### config.mk
export PLATFORM = sky130hd
export DESIGN_NAME = pcr_capability_regs
export DESIGN_NICKNAME = d
export VERILOG_FILES = /design/src/hdl/pcr_pkg.sv /design/src/hdl/pcr_axi_slave.sv /design/src/hdl/pcr_capability_regs.sv
export SDC_FILE = /design/constraint.sdc
export NUM_CORES = 1
export LEC_CHECK = 0
export BUFFER_PORTS_ARGS = -buffer_cell sky130_fd_sc_hd__buf_4
export CORE_MARGIN = 3
export CORE_UTILIZATION = 35
export CTS_BUF_LIST = sky130_fd_sc_hd__clkbuf_16
export CTS_CLUSTER_SIZE = 25
export DETAILED_ROUTE_END_ITERATION = 6
export GPL_TIMING_DRIVEN = 0
export REMOVE_ABC_BUFFERS = 1
export SLEW_MARGIN = 30
export SYNTH_ARGS = -nofsm -noshare
export SYNTH_HDL_FRONTEND = slang
export SYNTH_SLANG_ARGS = --single-unit
### constraint.sdc
create_clock -name aclk -period 2.8 [get_ports aclk]
set_clock_uncertainty 0.15 [all_clocks]
set_input_delay 0.28 -clock aclk [delete_from_list [all_inputs] [get_ports aclk]]
set_output_delay 0.28 -clock aclk [all_outputs]
set_load 0.02 [all_outputs]
### src/hdl/pcr_pkg.sv
// Package of offsets, field layouts, defaults and bus types for the capability register bank
package pcr_pkg;

    // ****************************************************************
    // Register byte offsets
    // ****************************************************************
    localparam logic [7:0] OFS_CAP_HEADER = 8'h40;
    localparam logic [7:0] OFS_DEV_CAPS   = 8'h44;
    localparam logic [7:0] OFS_LOCK_CTRL  = 8'h80;

    // ****************************************************************
    // Header field positions and values
    // ****************************************************************
    localparam int          HDR_NEXT_LSB   = 8;
    localparam int          HDR_REV_LSB    = 16;
    localparam int          HDR_TYPE_LSB   = 20;
    localparam int          HDR_SLOT_BIT   = 24;
    localparam int          HDR_TCR_BIT    = 30;
    localparam logic [7:0]  CAP_ID_EXPRESS = 8'h10;
    localparam logic [7:0]  NEXT_PTR_RST   = 8'hc0;
    localparam logic [3:0]  REVISION_RST   = 4'h1;
    localparam logic [3:0]  TYPE_UPSTREAM  = 4'h5;
    localparam logic [3:0]  TYPE_DOWNSTRM  = 4'h6;
    localparam logic        SLOT_RST       = 1'h0;
    localparam logic        TCR_RST        = 1'h1;

    // ****************************************************************
    // Device capabilities field positions and values
    // ****************************************************************
    localparam int          DC_WTAG_BIT    = 5;
    localparam int          DC_ROLE_BIT    = 15;
    localparam int          DC_PVAL_LSB    = 18;
    localparam int          DC_PSCL_LSB    = 26;
    localparam logic [2:0]  PAYLOAD_RST    = 3'h4;
    localparam logic        WTAG_RST       = 1'h1;
    localparam logic        ROLE_ERR_RO    = 1'h1;

    // Scale codes of the captured power limit
    localparam logic [1:0]  SCALE_X1       = 2'h0;
    localparam logic [1:0]  SCALE_X0P1     = 2'h1;
    localparam logic [1:0]  SCALE_X0P01    = 2'h2;
    localparam logic [1:0]  SCALE_X0P001   = 2'h3;

    // AXI responses
    localparam logic [1:0]  RESP_OKAY      = 2'h0;
    localparam logic [1:0]  RESP_SLVERR    = 2'h2;

    // Lock control: bit 0 is the lock, reset locked
    localparam logic        LOCK_RST       = 1'h1;

    // Write request carried from bus slave to register bank
    typedef struct packed {
        logic [7:0]  addr;
        logic [31:0] data;
        logic [3:0]  strb;
    } pcr_wreq_s;

    // Captured slot power message
    typedef struct packed {
        logic [7:0]  value;
        logic [1:0]  scale;
    } pcr_power_s;

endpackage

### src/hdl/pcr_axi_slave.sv
// AXI4-Lite slave front end that turns bus writes into single-cycle strobes and passes the read address straight through
`timescale 1ns/1ps

module pcr_axi_slave #(
    parameter int ADDR_W = 8
) (
    input  wire logic              aclk,
    input  wire logic              aresetn,
    input  wire logic [ADDR_W-1:0] s_axi_awaddr,
    input  wire logic              s_axi_awvalid,
    output logic                   s_axi_awready,
    input  wire logic [31:0]       s_axi_wdata,
    input  wire logic [3:0]        s_axi_wstrb,
    input  wire logic              s_axi_wvalid,
    output logic                   s_axi_wready,
    output logic [1:0]             s_axi_bresp,
    output logic                   s_axi_bvalid,
    input  wire logic              s_axi_bready,
    input  wire logic [ADDR_W-1:0] s_axi_araddr,
    input  wire logic              s_axi_arvalid,
    output logic                   s_axi_arready,
    output logic [31:0]            s_axi_rdata,
    output logic [1:0]             s_axi_rresp,
    output logic                   s_axi_rvalid,
    input  wire logic              s_axi_rready,
    output pcr_pkg::pcr_wreq_s     wr_req,
    output logic                   wr_stb,
    input  wire logic              wr_err,
    output logic [ADDR_W-1:0]      rd_addr,
    input  wire logic [31:0]       rd_data,
    input  wire logic              rd_err
);

    // ****************************************************************
    // Write path: address and data latched in either order
    // ****************************************************************
    logic              aw_have_r;
    logic              w_have_r;
    logic [ADDR_W-1:0] aw_addr_r;
    logic [31:0]       w_data_r;
    logic [3:0]        w_strb_r;
    logic              bvalid_r;
    logic [1:0]        bresp_r;
    wire               aw_take = s_axi_awvalid && s_axi_awready;
    wire               w_take  = s_axi_wvalid && s_axi_wready;
    wire               do_wr   = aw_have_r && w_have_r && !bvalid_r;

    // Ready drops while a word is held, so a second write waits for the response
    assign s_axi_awready = !aw_have_r && !bvalid_r;
    assign s_axi_wready  = !w_have_r && !bvalid_r;
    assign s_axi_bvalid  = bvalid_r;
    assign s_axi_bresp   = bresp_r;
    assign wr_stb        = do_wr;
    assign wr_req        = '{addr: 8'(aw_addr_r), data: w_data_r, strb: w_strb_r};

    // Capture halves, then answer one cycle after both are present
    always_ff @(posedge aclk) begin
        if (!aresetn) begin
            aw_have_r <= 1'b0;
            w_have_r  <= 1'b0;
            aw_addr_r <= '0;
            w_data_r  <= '0;
            w_strb_r  <= '0;
            bvalid_r  <= 1'b0;
            bresp_r   <= pcr_pkg::RESP_OKAY;
        end else begin
            if (aw_take) begin
                aw_have_r <= 1'b1;
                aw_addr_r <= s_axi_awaddr;
            end
            if (w_take) begin
                w_have_r <= 1'b1;
                w_data_r <= s_axi_wdata;
                w_strb_r <= s_axi_wstrb;
            end
            if (do_wr) begin
                aw_have_r <= 1'b0;
                w_have_r  <= 1'b0;
                bvalid_r  <= 1'b1;
                bresp_r   <= wr_err ? pcr_pkg::RESP_SLVERR : pcr_pkg::RESP_OKAY;
            end else if (bvalid_r && s_axi_bready) begin
                bvalid_r <= 1'b0;
            end
        end
    end

    // ****************************************************************
    // Read path: data registered one cycle after the address
    // ****************************************************************
    logic        rvalid_r;
    logic [31:0] rdata_r;
    logic [1:0]  rresp_r;
    wire         ar_take = s_axi_arvalid && s_axi_arready;

    assign s_axi_arready = !rvalid_r;
    assign s_axi_rvalid  = rvalid_r;
    assign s_axi_rdata   = rdata_r;
    assign s_axi_rresp   = rresp_r;
    assign rd_addr       = s_axi_araddr;

    // Bank decodes the live address; sample its answer on the take
    always_ff @(posedge aclk) begin
        if (!aresetn) begin
            rvalid_r <= 1'b0;
            rdata_r  <= '0;
            rresp_r  <= pcr_pkg::RESP_OKAY;
        end else if (ar_take) begin
            rvalid_r <= 1'b1;
            rdata_r  <= rd_data;
            rresp_r  <= rd_err ? pcr_pkg::RESP_SLVERR : pcr_pkg::RESP_OKAY;
        end else if (rvalid_r && s_axi_rready) begin
            rvalid_r <= 1'b0;
        end
    end

endmodule

### src/hdl/pcr_capability_regs.sv
// Capability header and device capabilities register bank of one switch port
//
// The implementer's own choice: the AXI4-Lite interface to the registers.
`timescale 1ns/1ps

module pcr_capability_regs #(
    parameter bit UPSTREAM = 1'b1
) (
    input  wire logic               aclk,
    input  wire logic               aresetn,
    input  wire logic [7:0]         s_axi_awaddr,
    input  wire logic               s_axi_awvalid,
    output logic                    s_axi_awready,
    input  wire logic [31:0]        s_axi_wdata,
    input  wire logic [3:0]         s_axi_wstrb,
    input  wire logic               s_axi_wvalid,
    output logic                    s_axi_wready,
    output logic [1:0]              s_axi_bresp,
    output logic                    s_axi_bvalid,
    input  wire logic               s_axi_bready,
    input  wire logic [7:0]         s_axi_araddr,
    input  wire logic               s_axi_arvalid,
    output logic                    s_axi_arready,
    output logic [31:0]             s_axi_rdata,
    output logic [1:0]              s_axi_rresp,
    output logic                    s_axi_rvalid,
    input  wire logic               s_axi_rready,
    input  wire logic               power_msg_valid,
    input  wire pcr_pkg::pcr_power_s power_msg,
    input  wire logic               init_wr_en,
    output logic [7:0]              power_limit_value,
    output logic [1:0]              power_limit_scale
);

    // ****************************************************************
    // Bus front end
    // ****************************************************************
    pcr_pkg::pcr_wreq_s wr_req;
    logic               wr_stb;
    logic [7:0]         rd_addr;
    logic [31:0]        rd_data;
    logic               rd_err;
    logic               wr_err;

    pcr_axi_slave #(.ADDR_W(8)) u_slave (
        .aclk          (aclk),
        .aresetn       (aresetn),
        .s_axi_awaddr  (s_axi_awaddr),
        .s_axi_awvalid (s_axi_awvalid),
        .s_axi_awready (s_axi_awready),
        .s_axi_wdata   (s_axi_wdata),
        .s_axi_wstrb   (s_axi_wstrb),
        .s_axi_wvalid  (s_axi_wvalid),
        .s_axi_wready  (s_axi_wready),
        .s_axi_bresp   (s_axi_bresp),
        .s_axi_bvalid  (s_axi_bvalid),
        .s_axi_bready  (s_axi_bready),
        .s_axi_araddr  (s_axi_araddr),
        .s_axi_arvalid (s_axi_arvalid),
        .s_axi_arready (s_axi_arready),
        .s_axi_rdata   (s_axi_rdata),
        .s_axi_rresp   (s_axi_rresp),
        .s_axi_rvalid  (s_axi_rvalid),
        .s_axi_rready  (s_axi_rready),
        .wr_req        (wr_req),
        .wr_stb        (wr_stb),
        .wr_err        (wr_err),
        .rd_addr       (rd_addr),
        .rd_data       (rd_data),
        .rd_err        (rd_err)
    );

    // ****************************************************************
    // Address decode
    // ****************************************************************
    function automatic logic [1:0] decode(input logic [7:0] a);
        // One-hot: bit0 header, bit1 device caps; lock reg flagged separately
        if (a == pcr_pkg::OFS_CAP_HEADER)
            return 2'h1;
        else if (a == pcr_pkg::OFS_DEV_CAPS)
            return 2'h2;
        else
            return 2'h0;
    endfunction

    wire [1:0] wr_sel   = decode(wr_req.addr);
    wire       wr_lock  = (wr_req.addr == pcr_pkg::OFS_LOCK_CTRL);
    wire [1:0] rd_sel   = decode(rd_addr);
    wire       rd_lock  = (rd_addr == pcr_pkg::OFS_LOCK_CTRL);
    assign     wr_err   = (wr_sel == 2'h0) && !wr_lock;
    assign     rd_err   = (rd_sel == 2'h0) && !rd_lock;

    // ****************************************************************
    // Lockable fields
    // ****************************************************************
    logic       lock_r;
    logic [7:0] next_ptr_r;
    logic [3:0] revision_r;
    logic       slot_r;
    logic       tc_route_r;
    logic [2:0] payload_r;
    logic       wide_tag_r;

    // Writes land only when unlocked or when the init path is asserted
    wire        open_wr  = wr_stb && (!lock_r || init_wr_en);
    wire        hdr_wr   = open_wr && wr_sel[0];
    wire        dc_wr    = open_wr && wr_sel[1];
    wire [31:0] wd       = wr_req.data;
    wire [3:0]  ws       = wr_req.strb;

    // Lock bit is a plain control word, held set after reset
    always_ff @(posedge aclk) begin
        if (!aresetn)
            lock_r <= pcr_pkg::LOCK_RST;
        else if (wr_stb && wr_lock && ws[0])
            lock_r <= wd[0];
    end

    // Header lockable fields, byte lanes honoured
    always_ff @(posedge aclk) begin
        if (!aresetn) begin
            next_ptr_r <= pcr_pkg::NEXT_PTR_RST;
            revision_r <= pcr_pkg::REVISION_RST;
            slot_r     <= pcr_pkg::SLOT_RST;
            tc_route_r <= pcr_pkg::TCR_RST;
        end else if (hdr_wr) begin
            if (ws[1])
                next_ptr_r <= wd[pcr_pkg::HDR_NEXT_LSB +: 8];
            if (ws[2])
                revision_r <= wd[pcr_pkg::HDR_REV_LSB +: 4];
            if (ws[3])
                slot_r     <= wd[pcr_pkg::HDR_SLOT_BIT];
            if (ws[3])
                tc_route_r <= wd[pcr_pkg::HDR_TCR_BIT];
        end
    end

    // Device capabilities lockable fields
    always_ff @(posedge aclk) begin
        if (!aresetn) begin
            payload_r  <= pcr_pkg::PAYLOAD_RST;
            wide_tag_r <= pcr_pkg::WTAG_RST;
        end else if (dc_wr && ws[0]) begin
            payload_r  <= wd[2:0];
            wide_tag_r <= wd[pcr_pkg::DC_WTAG_BIT];
        end
    end

    // ****************************************************************
    // Captured slot power limit
    // ****************************************************************
    pcr_pkg::pcr_power_s power_r;

    // Downstream ports never load; software cannot write these fields
    always_ff @(posedge aclk) begin
        if (!aresetn)
            power_r <= '0;
        else if (UPSTREAM && power_msg_valid)
            power_r <= power_msg;
    end

    // Scale code passed out raw; consumer applies 1.0x/0.1x/0.01x/0.001x
    assign power_limit_value = power_r.value;
    assign power_limit_scale = power_r.scale;

    // ****************************************************************
    // Read data assembly
    // ****************************************************************
    wire [3:0]  port_type = UPSTREAM ? pcr_pkg::TYPE_UPSTREAM : pcr_pkg::TYPE_DOWNSTRM;
    wire [31:0] hdr_word;
    wire [31:0] dc_word;

    // Reserved, message index, latency and presence bits are constant zero
    assign hdr_word = {1'b0,
                       tc_route_r,
                       5'h00,
                       slot_r,
                       port_type,
                       revision_r,
                       next_ptr_r,
                       pcr_pkg::CAP_ID_EXPRESS};
    assign dc_word  = {4'h0,
                       power_r.scale,
                       power_r.value,
                       2'h0,
                       pcr_pkg::ROLE_ERR_RO,
                       3'h0,
                       6'h00,
                       wide_tag_r,
                       2'h0,
                       payload_r};

    // Unmapped reads return zero with an error response
    assign rd_data = rd_sel[0] ? hdr_word :
                     rd_sel[1] ? dc_word :
                     rd_lock   ? {31'h0, lock_r} : 32'h0;
endmodule

# Word level (Yosys, flattened, before mapping)
# Index checks and enable logic that the tools add are counted.
op_classes:
  bitwise_logic: 1
  n_mux: 13
  eq_ne: 6
  n_reduce_logical: 33
ops:
  columns: ["operator", "n"]
  rows:
  - ["$eq 8x7->1 const B", 4]
  - ["$mux 31", 1]
  - ["$mux 28", 1]
  - ["$logic_and 1x1->1", 17]
  - ["$eq 8x8->1 const B", 2]
  - ["$mux 2", 6]
  - ["$logic_not 1->1", 7]
  - ["$reduce_and 2->1", 3]
  - ["$mux 1", 5]
  - ["$logic_not 2->1", 2]
  - ["$reduce_bool 2->1", 2]
  - ["$reduce_or 2->1", 1]
  - ["$logic_or 1x1->1", 1]
  - ["$not 1->1", 1]
totals:
  in_bits: 71
  elab_cells: 72
  out_inout_bits: 51
  register_bits: 112

# Longest topological paths before layout
depth:
  depth_word: 6
  depth_mapped: 6

# By module
# Synthesis repeated with hierarchy kept, for this count alone.
hier_totals:
  hier_cells: 549
  area_unflattened_um2: 4621.9
modules_own_cells:
  columns: ["mod", "seq_area_each_um2", "cells_per_inst", "area_each_um2", "n_inst"]
  rows:
  - ["pcr_axi_slave", 1641.6, 377, 3141.8, 1]
  - ["pcr_capability_regs", 580.6, 172, 1480.2, 1]

# Worst setup path after synthesis
# Ideal clock, no wire load.
synth_timing:
  path_kind: "reg-to-reg"
  startpoint: "reg u_slave.aw_addr_r[4]"
  endpoint: "reg next_ptr_r[0]"
  stages_incl_launch_ff: 7
  arrival_time_ns: 1.766
  synth_period_minus_slack_ns: 2.048
  setup_slack_ns: 0.752
  required_time_ns: 2.518
  n_path_buf: 2
  cell_sequence: "dfxtp_1 > or4b_4 > buf_6 > or4b_4 > buf_6 > o21ai_1 > a21oi_1"
synth_via:
  elab_chain_cells: 4
synth_lines:
  columns: ["item", "line_no", "text"]
  rows:
  - ["start: declaration", "pcr_axi_slave.sv:39", "logic [ADDR_W-1:0] aw_addr_r;"]
  - ["start signal: assignment", "pcr_axi_slave.sv:69", "aw_addr_r <= s_axi_awaddr;"]
  - ["$eq 8x7->1", "pcr_capability_regs.sv:78", "if (a == pcr_pkg::OFS_CAP_HEADER)"]
  - ["$mux 2", "pcr_capability_regs.sv:78", null]
  - ["$logic_and 1x1->1", "pcr_capability_regs.sv:106", "wire hdr_wr = open_wr && wr_sel[0];"]
  - ["$reduce_and 2->1 (no source line)", null, null]
  - ["end signal: assignment", "pcr_capability_regs.sv:122", "next_ptr_r <= pcr_pkg::NEXT_PTR_RST;"]
  - ["end signal: assignment", "pcr_capability_regs.sv:128", "next_ptr_r <= wd[pcr_pkg::HDR_NEXT_LSB +: 8];"]
  - ["end: declaration", "pcr_capability_regs.sv:97", "logic [7:0] next_ptr_r;"]
# Every way passes these cells.
# A chain may end at the register's enable or synchronous reset.

# Final worst setup path
layout_timing:
  startpoint: "reg u_slave.aw_addr_r[3]"
  endpoint: "reg payload_r[1]"
layout_via:
  elab_chain_cells: 5
  word_cells_on_any_way: 6
  cone_classes: "eq/ne: 2; mux: 2; reduce/logical: 2"
layout_lines:
  columns: ["item", "line_no", "text"]
  rows:
  - ["$eq 8x7->1", "pcr_capability_regs.sv:80", "else if (a == pcr_pkg::OFS_DEV_CAPS)"]
  - ["$mux 2", "pcr_capability_regs.sv:80", null]
  - ["$mux 2 *", "pcr_capability_regs.sv:78", null]
  - ["$logic_and 1x1->1 *", "pcr_capability_regs.sv:107", "wire dc_wr = open_wr && wr_sel[1];"]
  - ["$logic_and 1x1->1 *", "pcr_capability_regs.sv:143", "end else if (dc_wr && ws[0]) begin"]
  - ["end signal: assignment", "pcr_capability_regs.sv:141", "payload_r <= pcr_pkg::PAYLOAD_RST;"]
  - ["end signal: assignment", "pcr_capability_regs.sv:144", "payload_r <= wd[2:0];"]
  - ["end: declaration", "pcr_capability_regs.sv:101", "logic [2:0] payload_r;"]
# Every way passes the cells marked *; elsewhere a longest branch is shown, timed or not.

==> impl_metrics.yaml <==
outcome:
  outcome: "finished, final reports clean"
yosys:
  ys_types: 35
  async_flop_share: 0
  synth_top_cell_by_area: "dfxtp_1"
  synthAdderAreaFrac: 0
  synthesis.area_um2: 3510
  synth_compound_area_frac: 0.134
  synth_xor_area_frac: 0
  muxShareOfSynthArea: 0.0894
  ys_seq_area_frac: 0.518
  ys.flop_type: "dfxtp_1"
  syn_inst: 380
  synth_top_area_frac: 0.518
  synth-simple-area-share: 0.205
  synth_commonest_cells: "dfxtp_1, nand2_1, a21oi_1"
  synth_top_family_by_area: "simple AND/OR/NAND/NOR gates"
  synth.most_common_cell: "dfxtp_1"
  ys_seq_elements: 91
  synth_edf_count: 0
  syn_area_per_cell_um2: 9.25
  ys.warnings.count: 0
  ys_top_cells_by_area: "dfxtp_1, mux2i_1, nand2_1, a21oi_1, a22o_1"
die:
  start_util: 0.370
  die_x_um: 106
  fp-row-count: 35
  ioPinCount: 122
  die-height_um: 106
  dieArea_um2: 11300
  core_um2: 9500
critical_path:
  cp.required_ps: 2910
  arrival_ps: 2320
  crit_type: "reg2reg"
  crit_buf_inv: 0
  cp-start-kind: "flop"
  critPathMaxFanout: 11
  critical_path.top_delay_family: "simple AND/OR/NAND/NOR gates"
  slowest_delay_ps: 620
  crit_path_end_kind: "flop"
  crit_path_top_delay_cell: "nor4_4"
  crit_path_cell_trace: "nor3_1 -> nand2_1 -> nor4_4 -> mux2i_1"
global_routing:
  grt_use_total: 0.148
  grt_max_degree: 37
  grt_antenna_before_repair: 0
  grt_pass1_wl_um: 13200
  grt_pass1_vias: 2682
  grt-ovfl-total: 0
power_and_ir_drop:
  power.density_nw_per_um2: 618
  ir_drop_v: 0.000330
  p_leak_uw: 0.00193
timing:
  setup_viol: 0
  relSlewSlack: 0.387
  fin_crit_sh: 0.789
  whs_ps: 24.2
  rsz0062_at_grt: "no"
  max_freq_mhz: 453
  maxSlewViolCount: 0
  post-route-min-period_ps: 2210
  hold_viol: 0
  tightest_slew_ps: 919
  tns_ps: 0
layout:
  antennaDiodeCount: 0
  fin_nets: 540
  final_layout_size_suffix_gt1_frac: 0.283
  syn_to_final_growth_pct: 32.3
  fillers: 928
detailed_routing:
  drt-initial-drc-count: 117
  drcViolationCount: 0
  finalWirelength_um: 8240
  ant_nets: 0
  post_drt_wl_per_cell_um: 13.7
  vias: 2883
  firstDrtPassIters: 4
  avgViaCountPerCell: 4.78
cts:
  cts_htree_levels: 3
  clkTransAtPathRegs_ps: 70
  cts_tree: "done"
  cts_hold_buf: 0
  clk_latency_ps: 340
  clockRootBuffer: "clkbuf_16"
  clock_sinks: 91
  clockBufferDepth: 2
  numCtsBuffers: 9
  cts_resized: 0
  postCtsSetupBuffers: 0
flow_run:
  maxCapViolations: 0
placed_design:
  io_buffers: 99
  gp_congestion: 0.790
  hpwl_um: 6010
hold_path:
  hp-class: "in2reg"
[cells in the final DEF, fill, tap and decap left out, types with 5 or more instances in the layout]
| cell | count |
|---|---|
| mux2i_1 | 28 |
| o21ai_0 | 5 |
| clkbuf_16 | 9 |
| a22o_1 | 18 |
| nor3_1 | 6 |
| nand2_1 | 67 |
| a21oi_1 | 41 |
| nor2_1 | 34 |
| dfxtp_1 | 91 |
| o21ai_1 | 8 |
| conb_1 | 8 |
| nand3_1 | 7 |
| buf_4 | 99 |
[through the flow]
stage | instances | total power (µW) | util | cell area, µm² | setup WS [ps]
6_report | 603 | 2880 | 0.489 | 4650 | 592
5_1_grt | 603 | 2990 | 0.489 | 4650 | 438
4_1_cts | 603 | 2910 | 0.488 | 4640 | 552
3_5_place_dp | 587 | 1690 | 0.457 | 4340 | 574
3_3_place_gp | 584 | 1680 | 0.450 | 4280 | -804
2_1_floorplan | 356 | 1550 | - | 3380 | 455
[sequential cells by signal (all words and copies together), names as in the netlist, 2 cells and up]
| name | flops |
|---|---|
| u_slave.w_strb_r | 4 |
| power_limit_value | 8 |
| u_slave.s_axi_rdata | 26 |
| revision_r | 4 |
| power_limit_scale | 2 |
| u_slave.aw_addr_r | 8 |
| payload_r | 3 |
| next_ptr_r | 8 |
| u_slave.w_data_r | 18 |
[layout make-up]
| type | instances | area, µm² | area share |
|---|---|---|---|
| Tap cell | 129 | 161 | 0.0347 |
| Multi-Input combinational cell | 260 | 1560 | 0.336 |
| Sequential cell | 91 | 1820 | 0.392 |
| Timing Repair Buffer | 102 | 786 | 0.169 |
| Clock inverter | 7 | 73.8 | 0.0159 |
| Clock buffer | 9 | 225 | 0.0484 |
| Inverter | 5 | 21.3 | 0.00457 |
[final timing paths]
path | from | end | slack (ps) | cells after the start
min reg2reg | u_slave.s_axi_rdata[20]$_SDFFE_PN0P_ | u_slave.s_axi_rdata[20]$_SDFFE_PN0P_ | 310 | 2
max reg2reg | u_slave.aw_addr_r[3]$_SDFFE_PN0P_ | payload_r[1]$_SDFFE_PN0P_ | 590 | 4
max | u_slave.aw_addr_r[3]$_SDFFE_PN0P_ | payload_r[1]$_SDFFE_PN0P_ | 590 | 4
min | s_axi_awaddr[3] | u_slave.aw_addr_r[3]$_SDFFE_PN0P_ | 20 | 3
[worst reg2reg max path, stage by stage (launching register included)]
cell	delay [ps]
dfxtp_1	310
nor3_1	370
nand2_1	440
nor4_4	620
mux2i_1	240
[power breakdown]
part | total [µW] | internal [µW] | switching [µW]
combinational | 292 | 131 | 160
clock | 1210 | 698 | 515
sequential | 1370 | 1340 | 32.6
[cell families (layout without fill, tap and decap cells)]
group | Yosys count | count (layout)
and+or+nand+nor | 143 | 143
DFF | 91 | 91
AOI/OAI and AO/OA | 78 | 78
buffers and inverters | 36 | 123
muxes | 31 | 31
other | 1 | 8
[metal layers]
| layer | track usage | routed length [µm] | vias to the layer above |
|---|---|---|---|
| met3 | 0.0389 | 361 | 8 |
| met4 | 0.0472 | 89 | 0 |
| met1 | 0.188 | 3690 | 1336 |
| li1 | - | - | 1468 |
| met2 | 0.245 | 4100 | 71 |
| met5 | 0 | 0 | - |
Note: power is estimated with default switching activity, not from simulation.
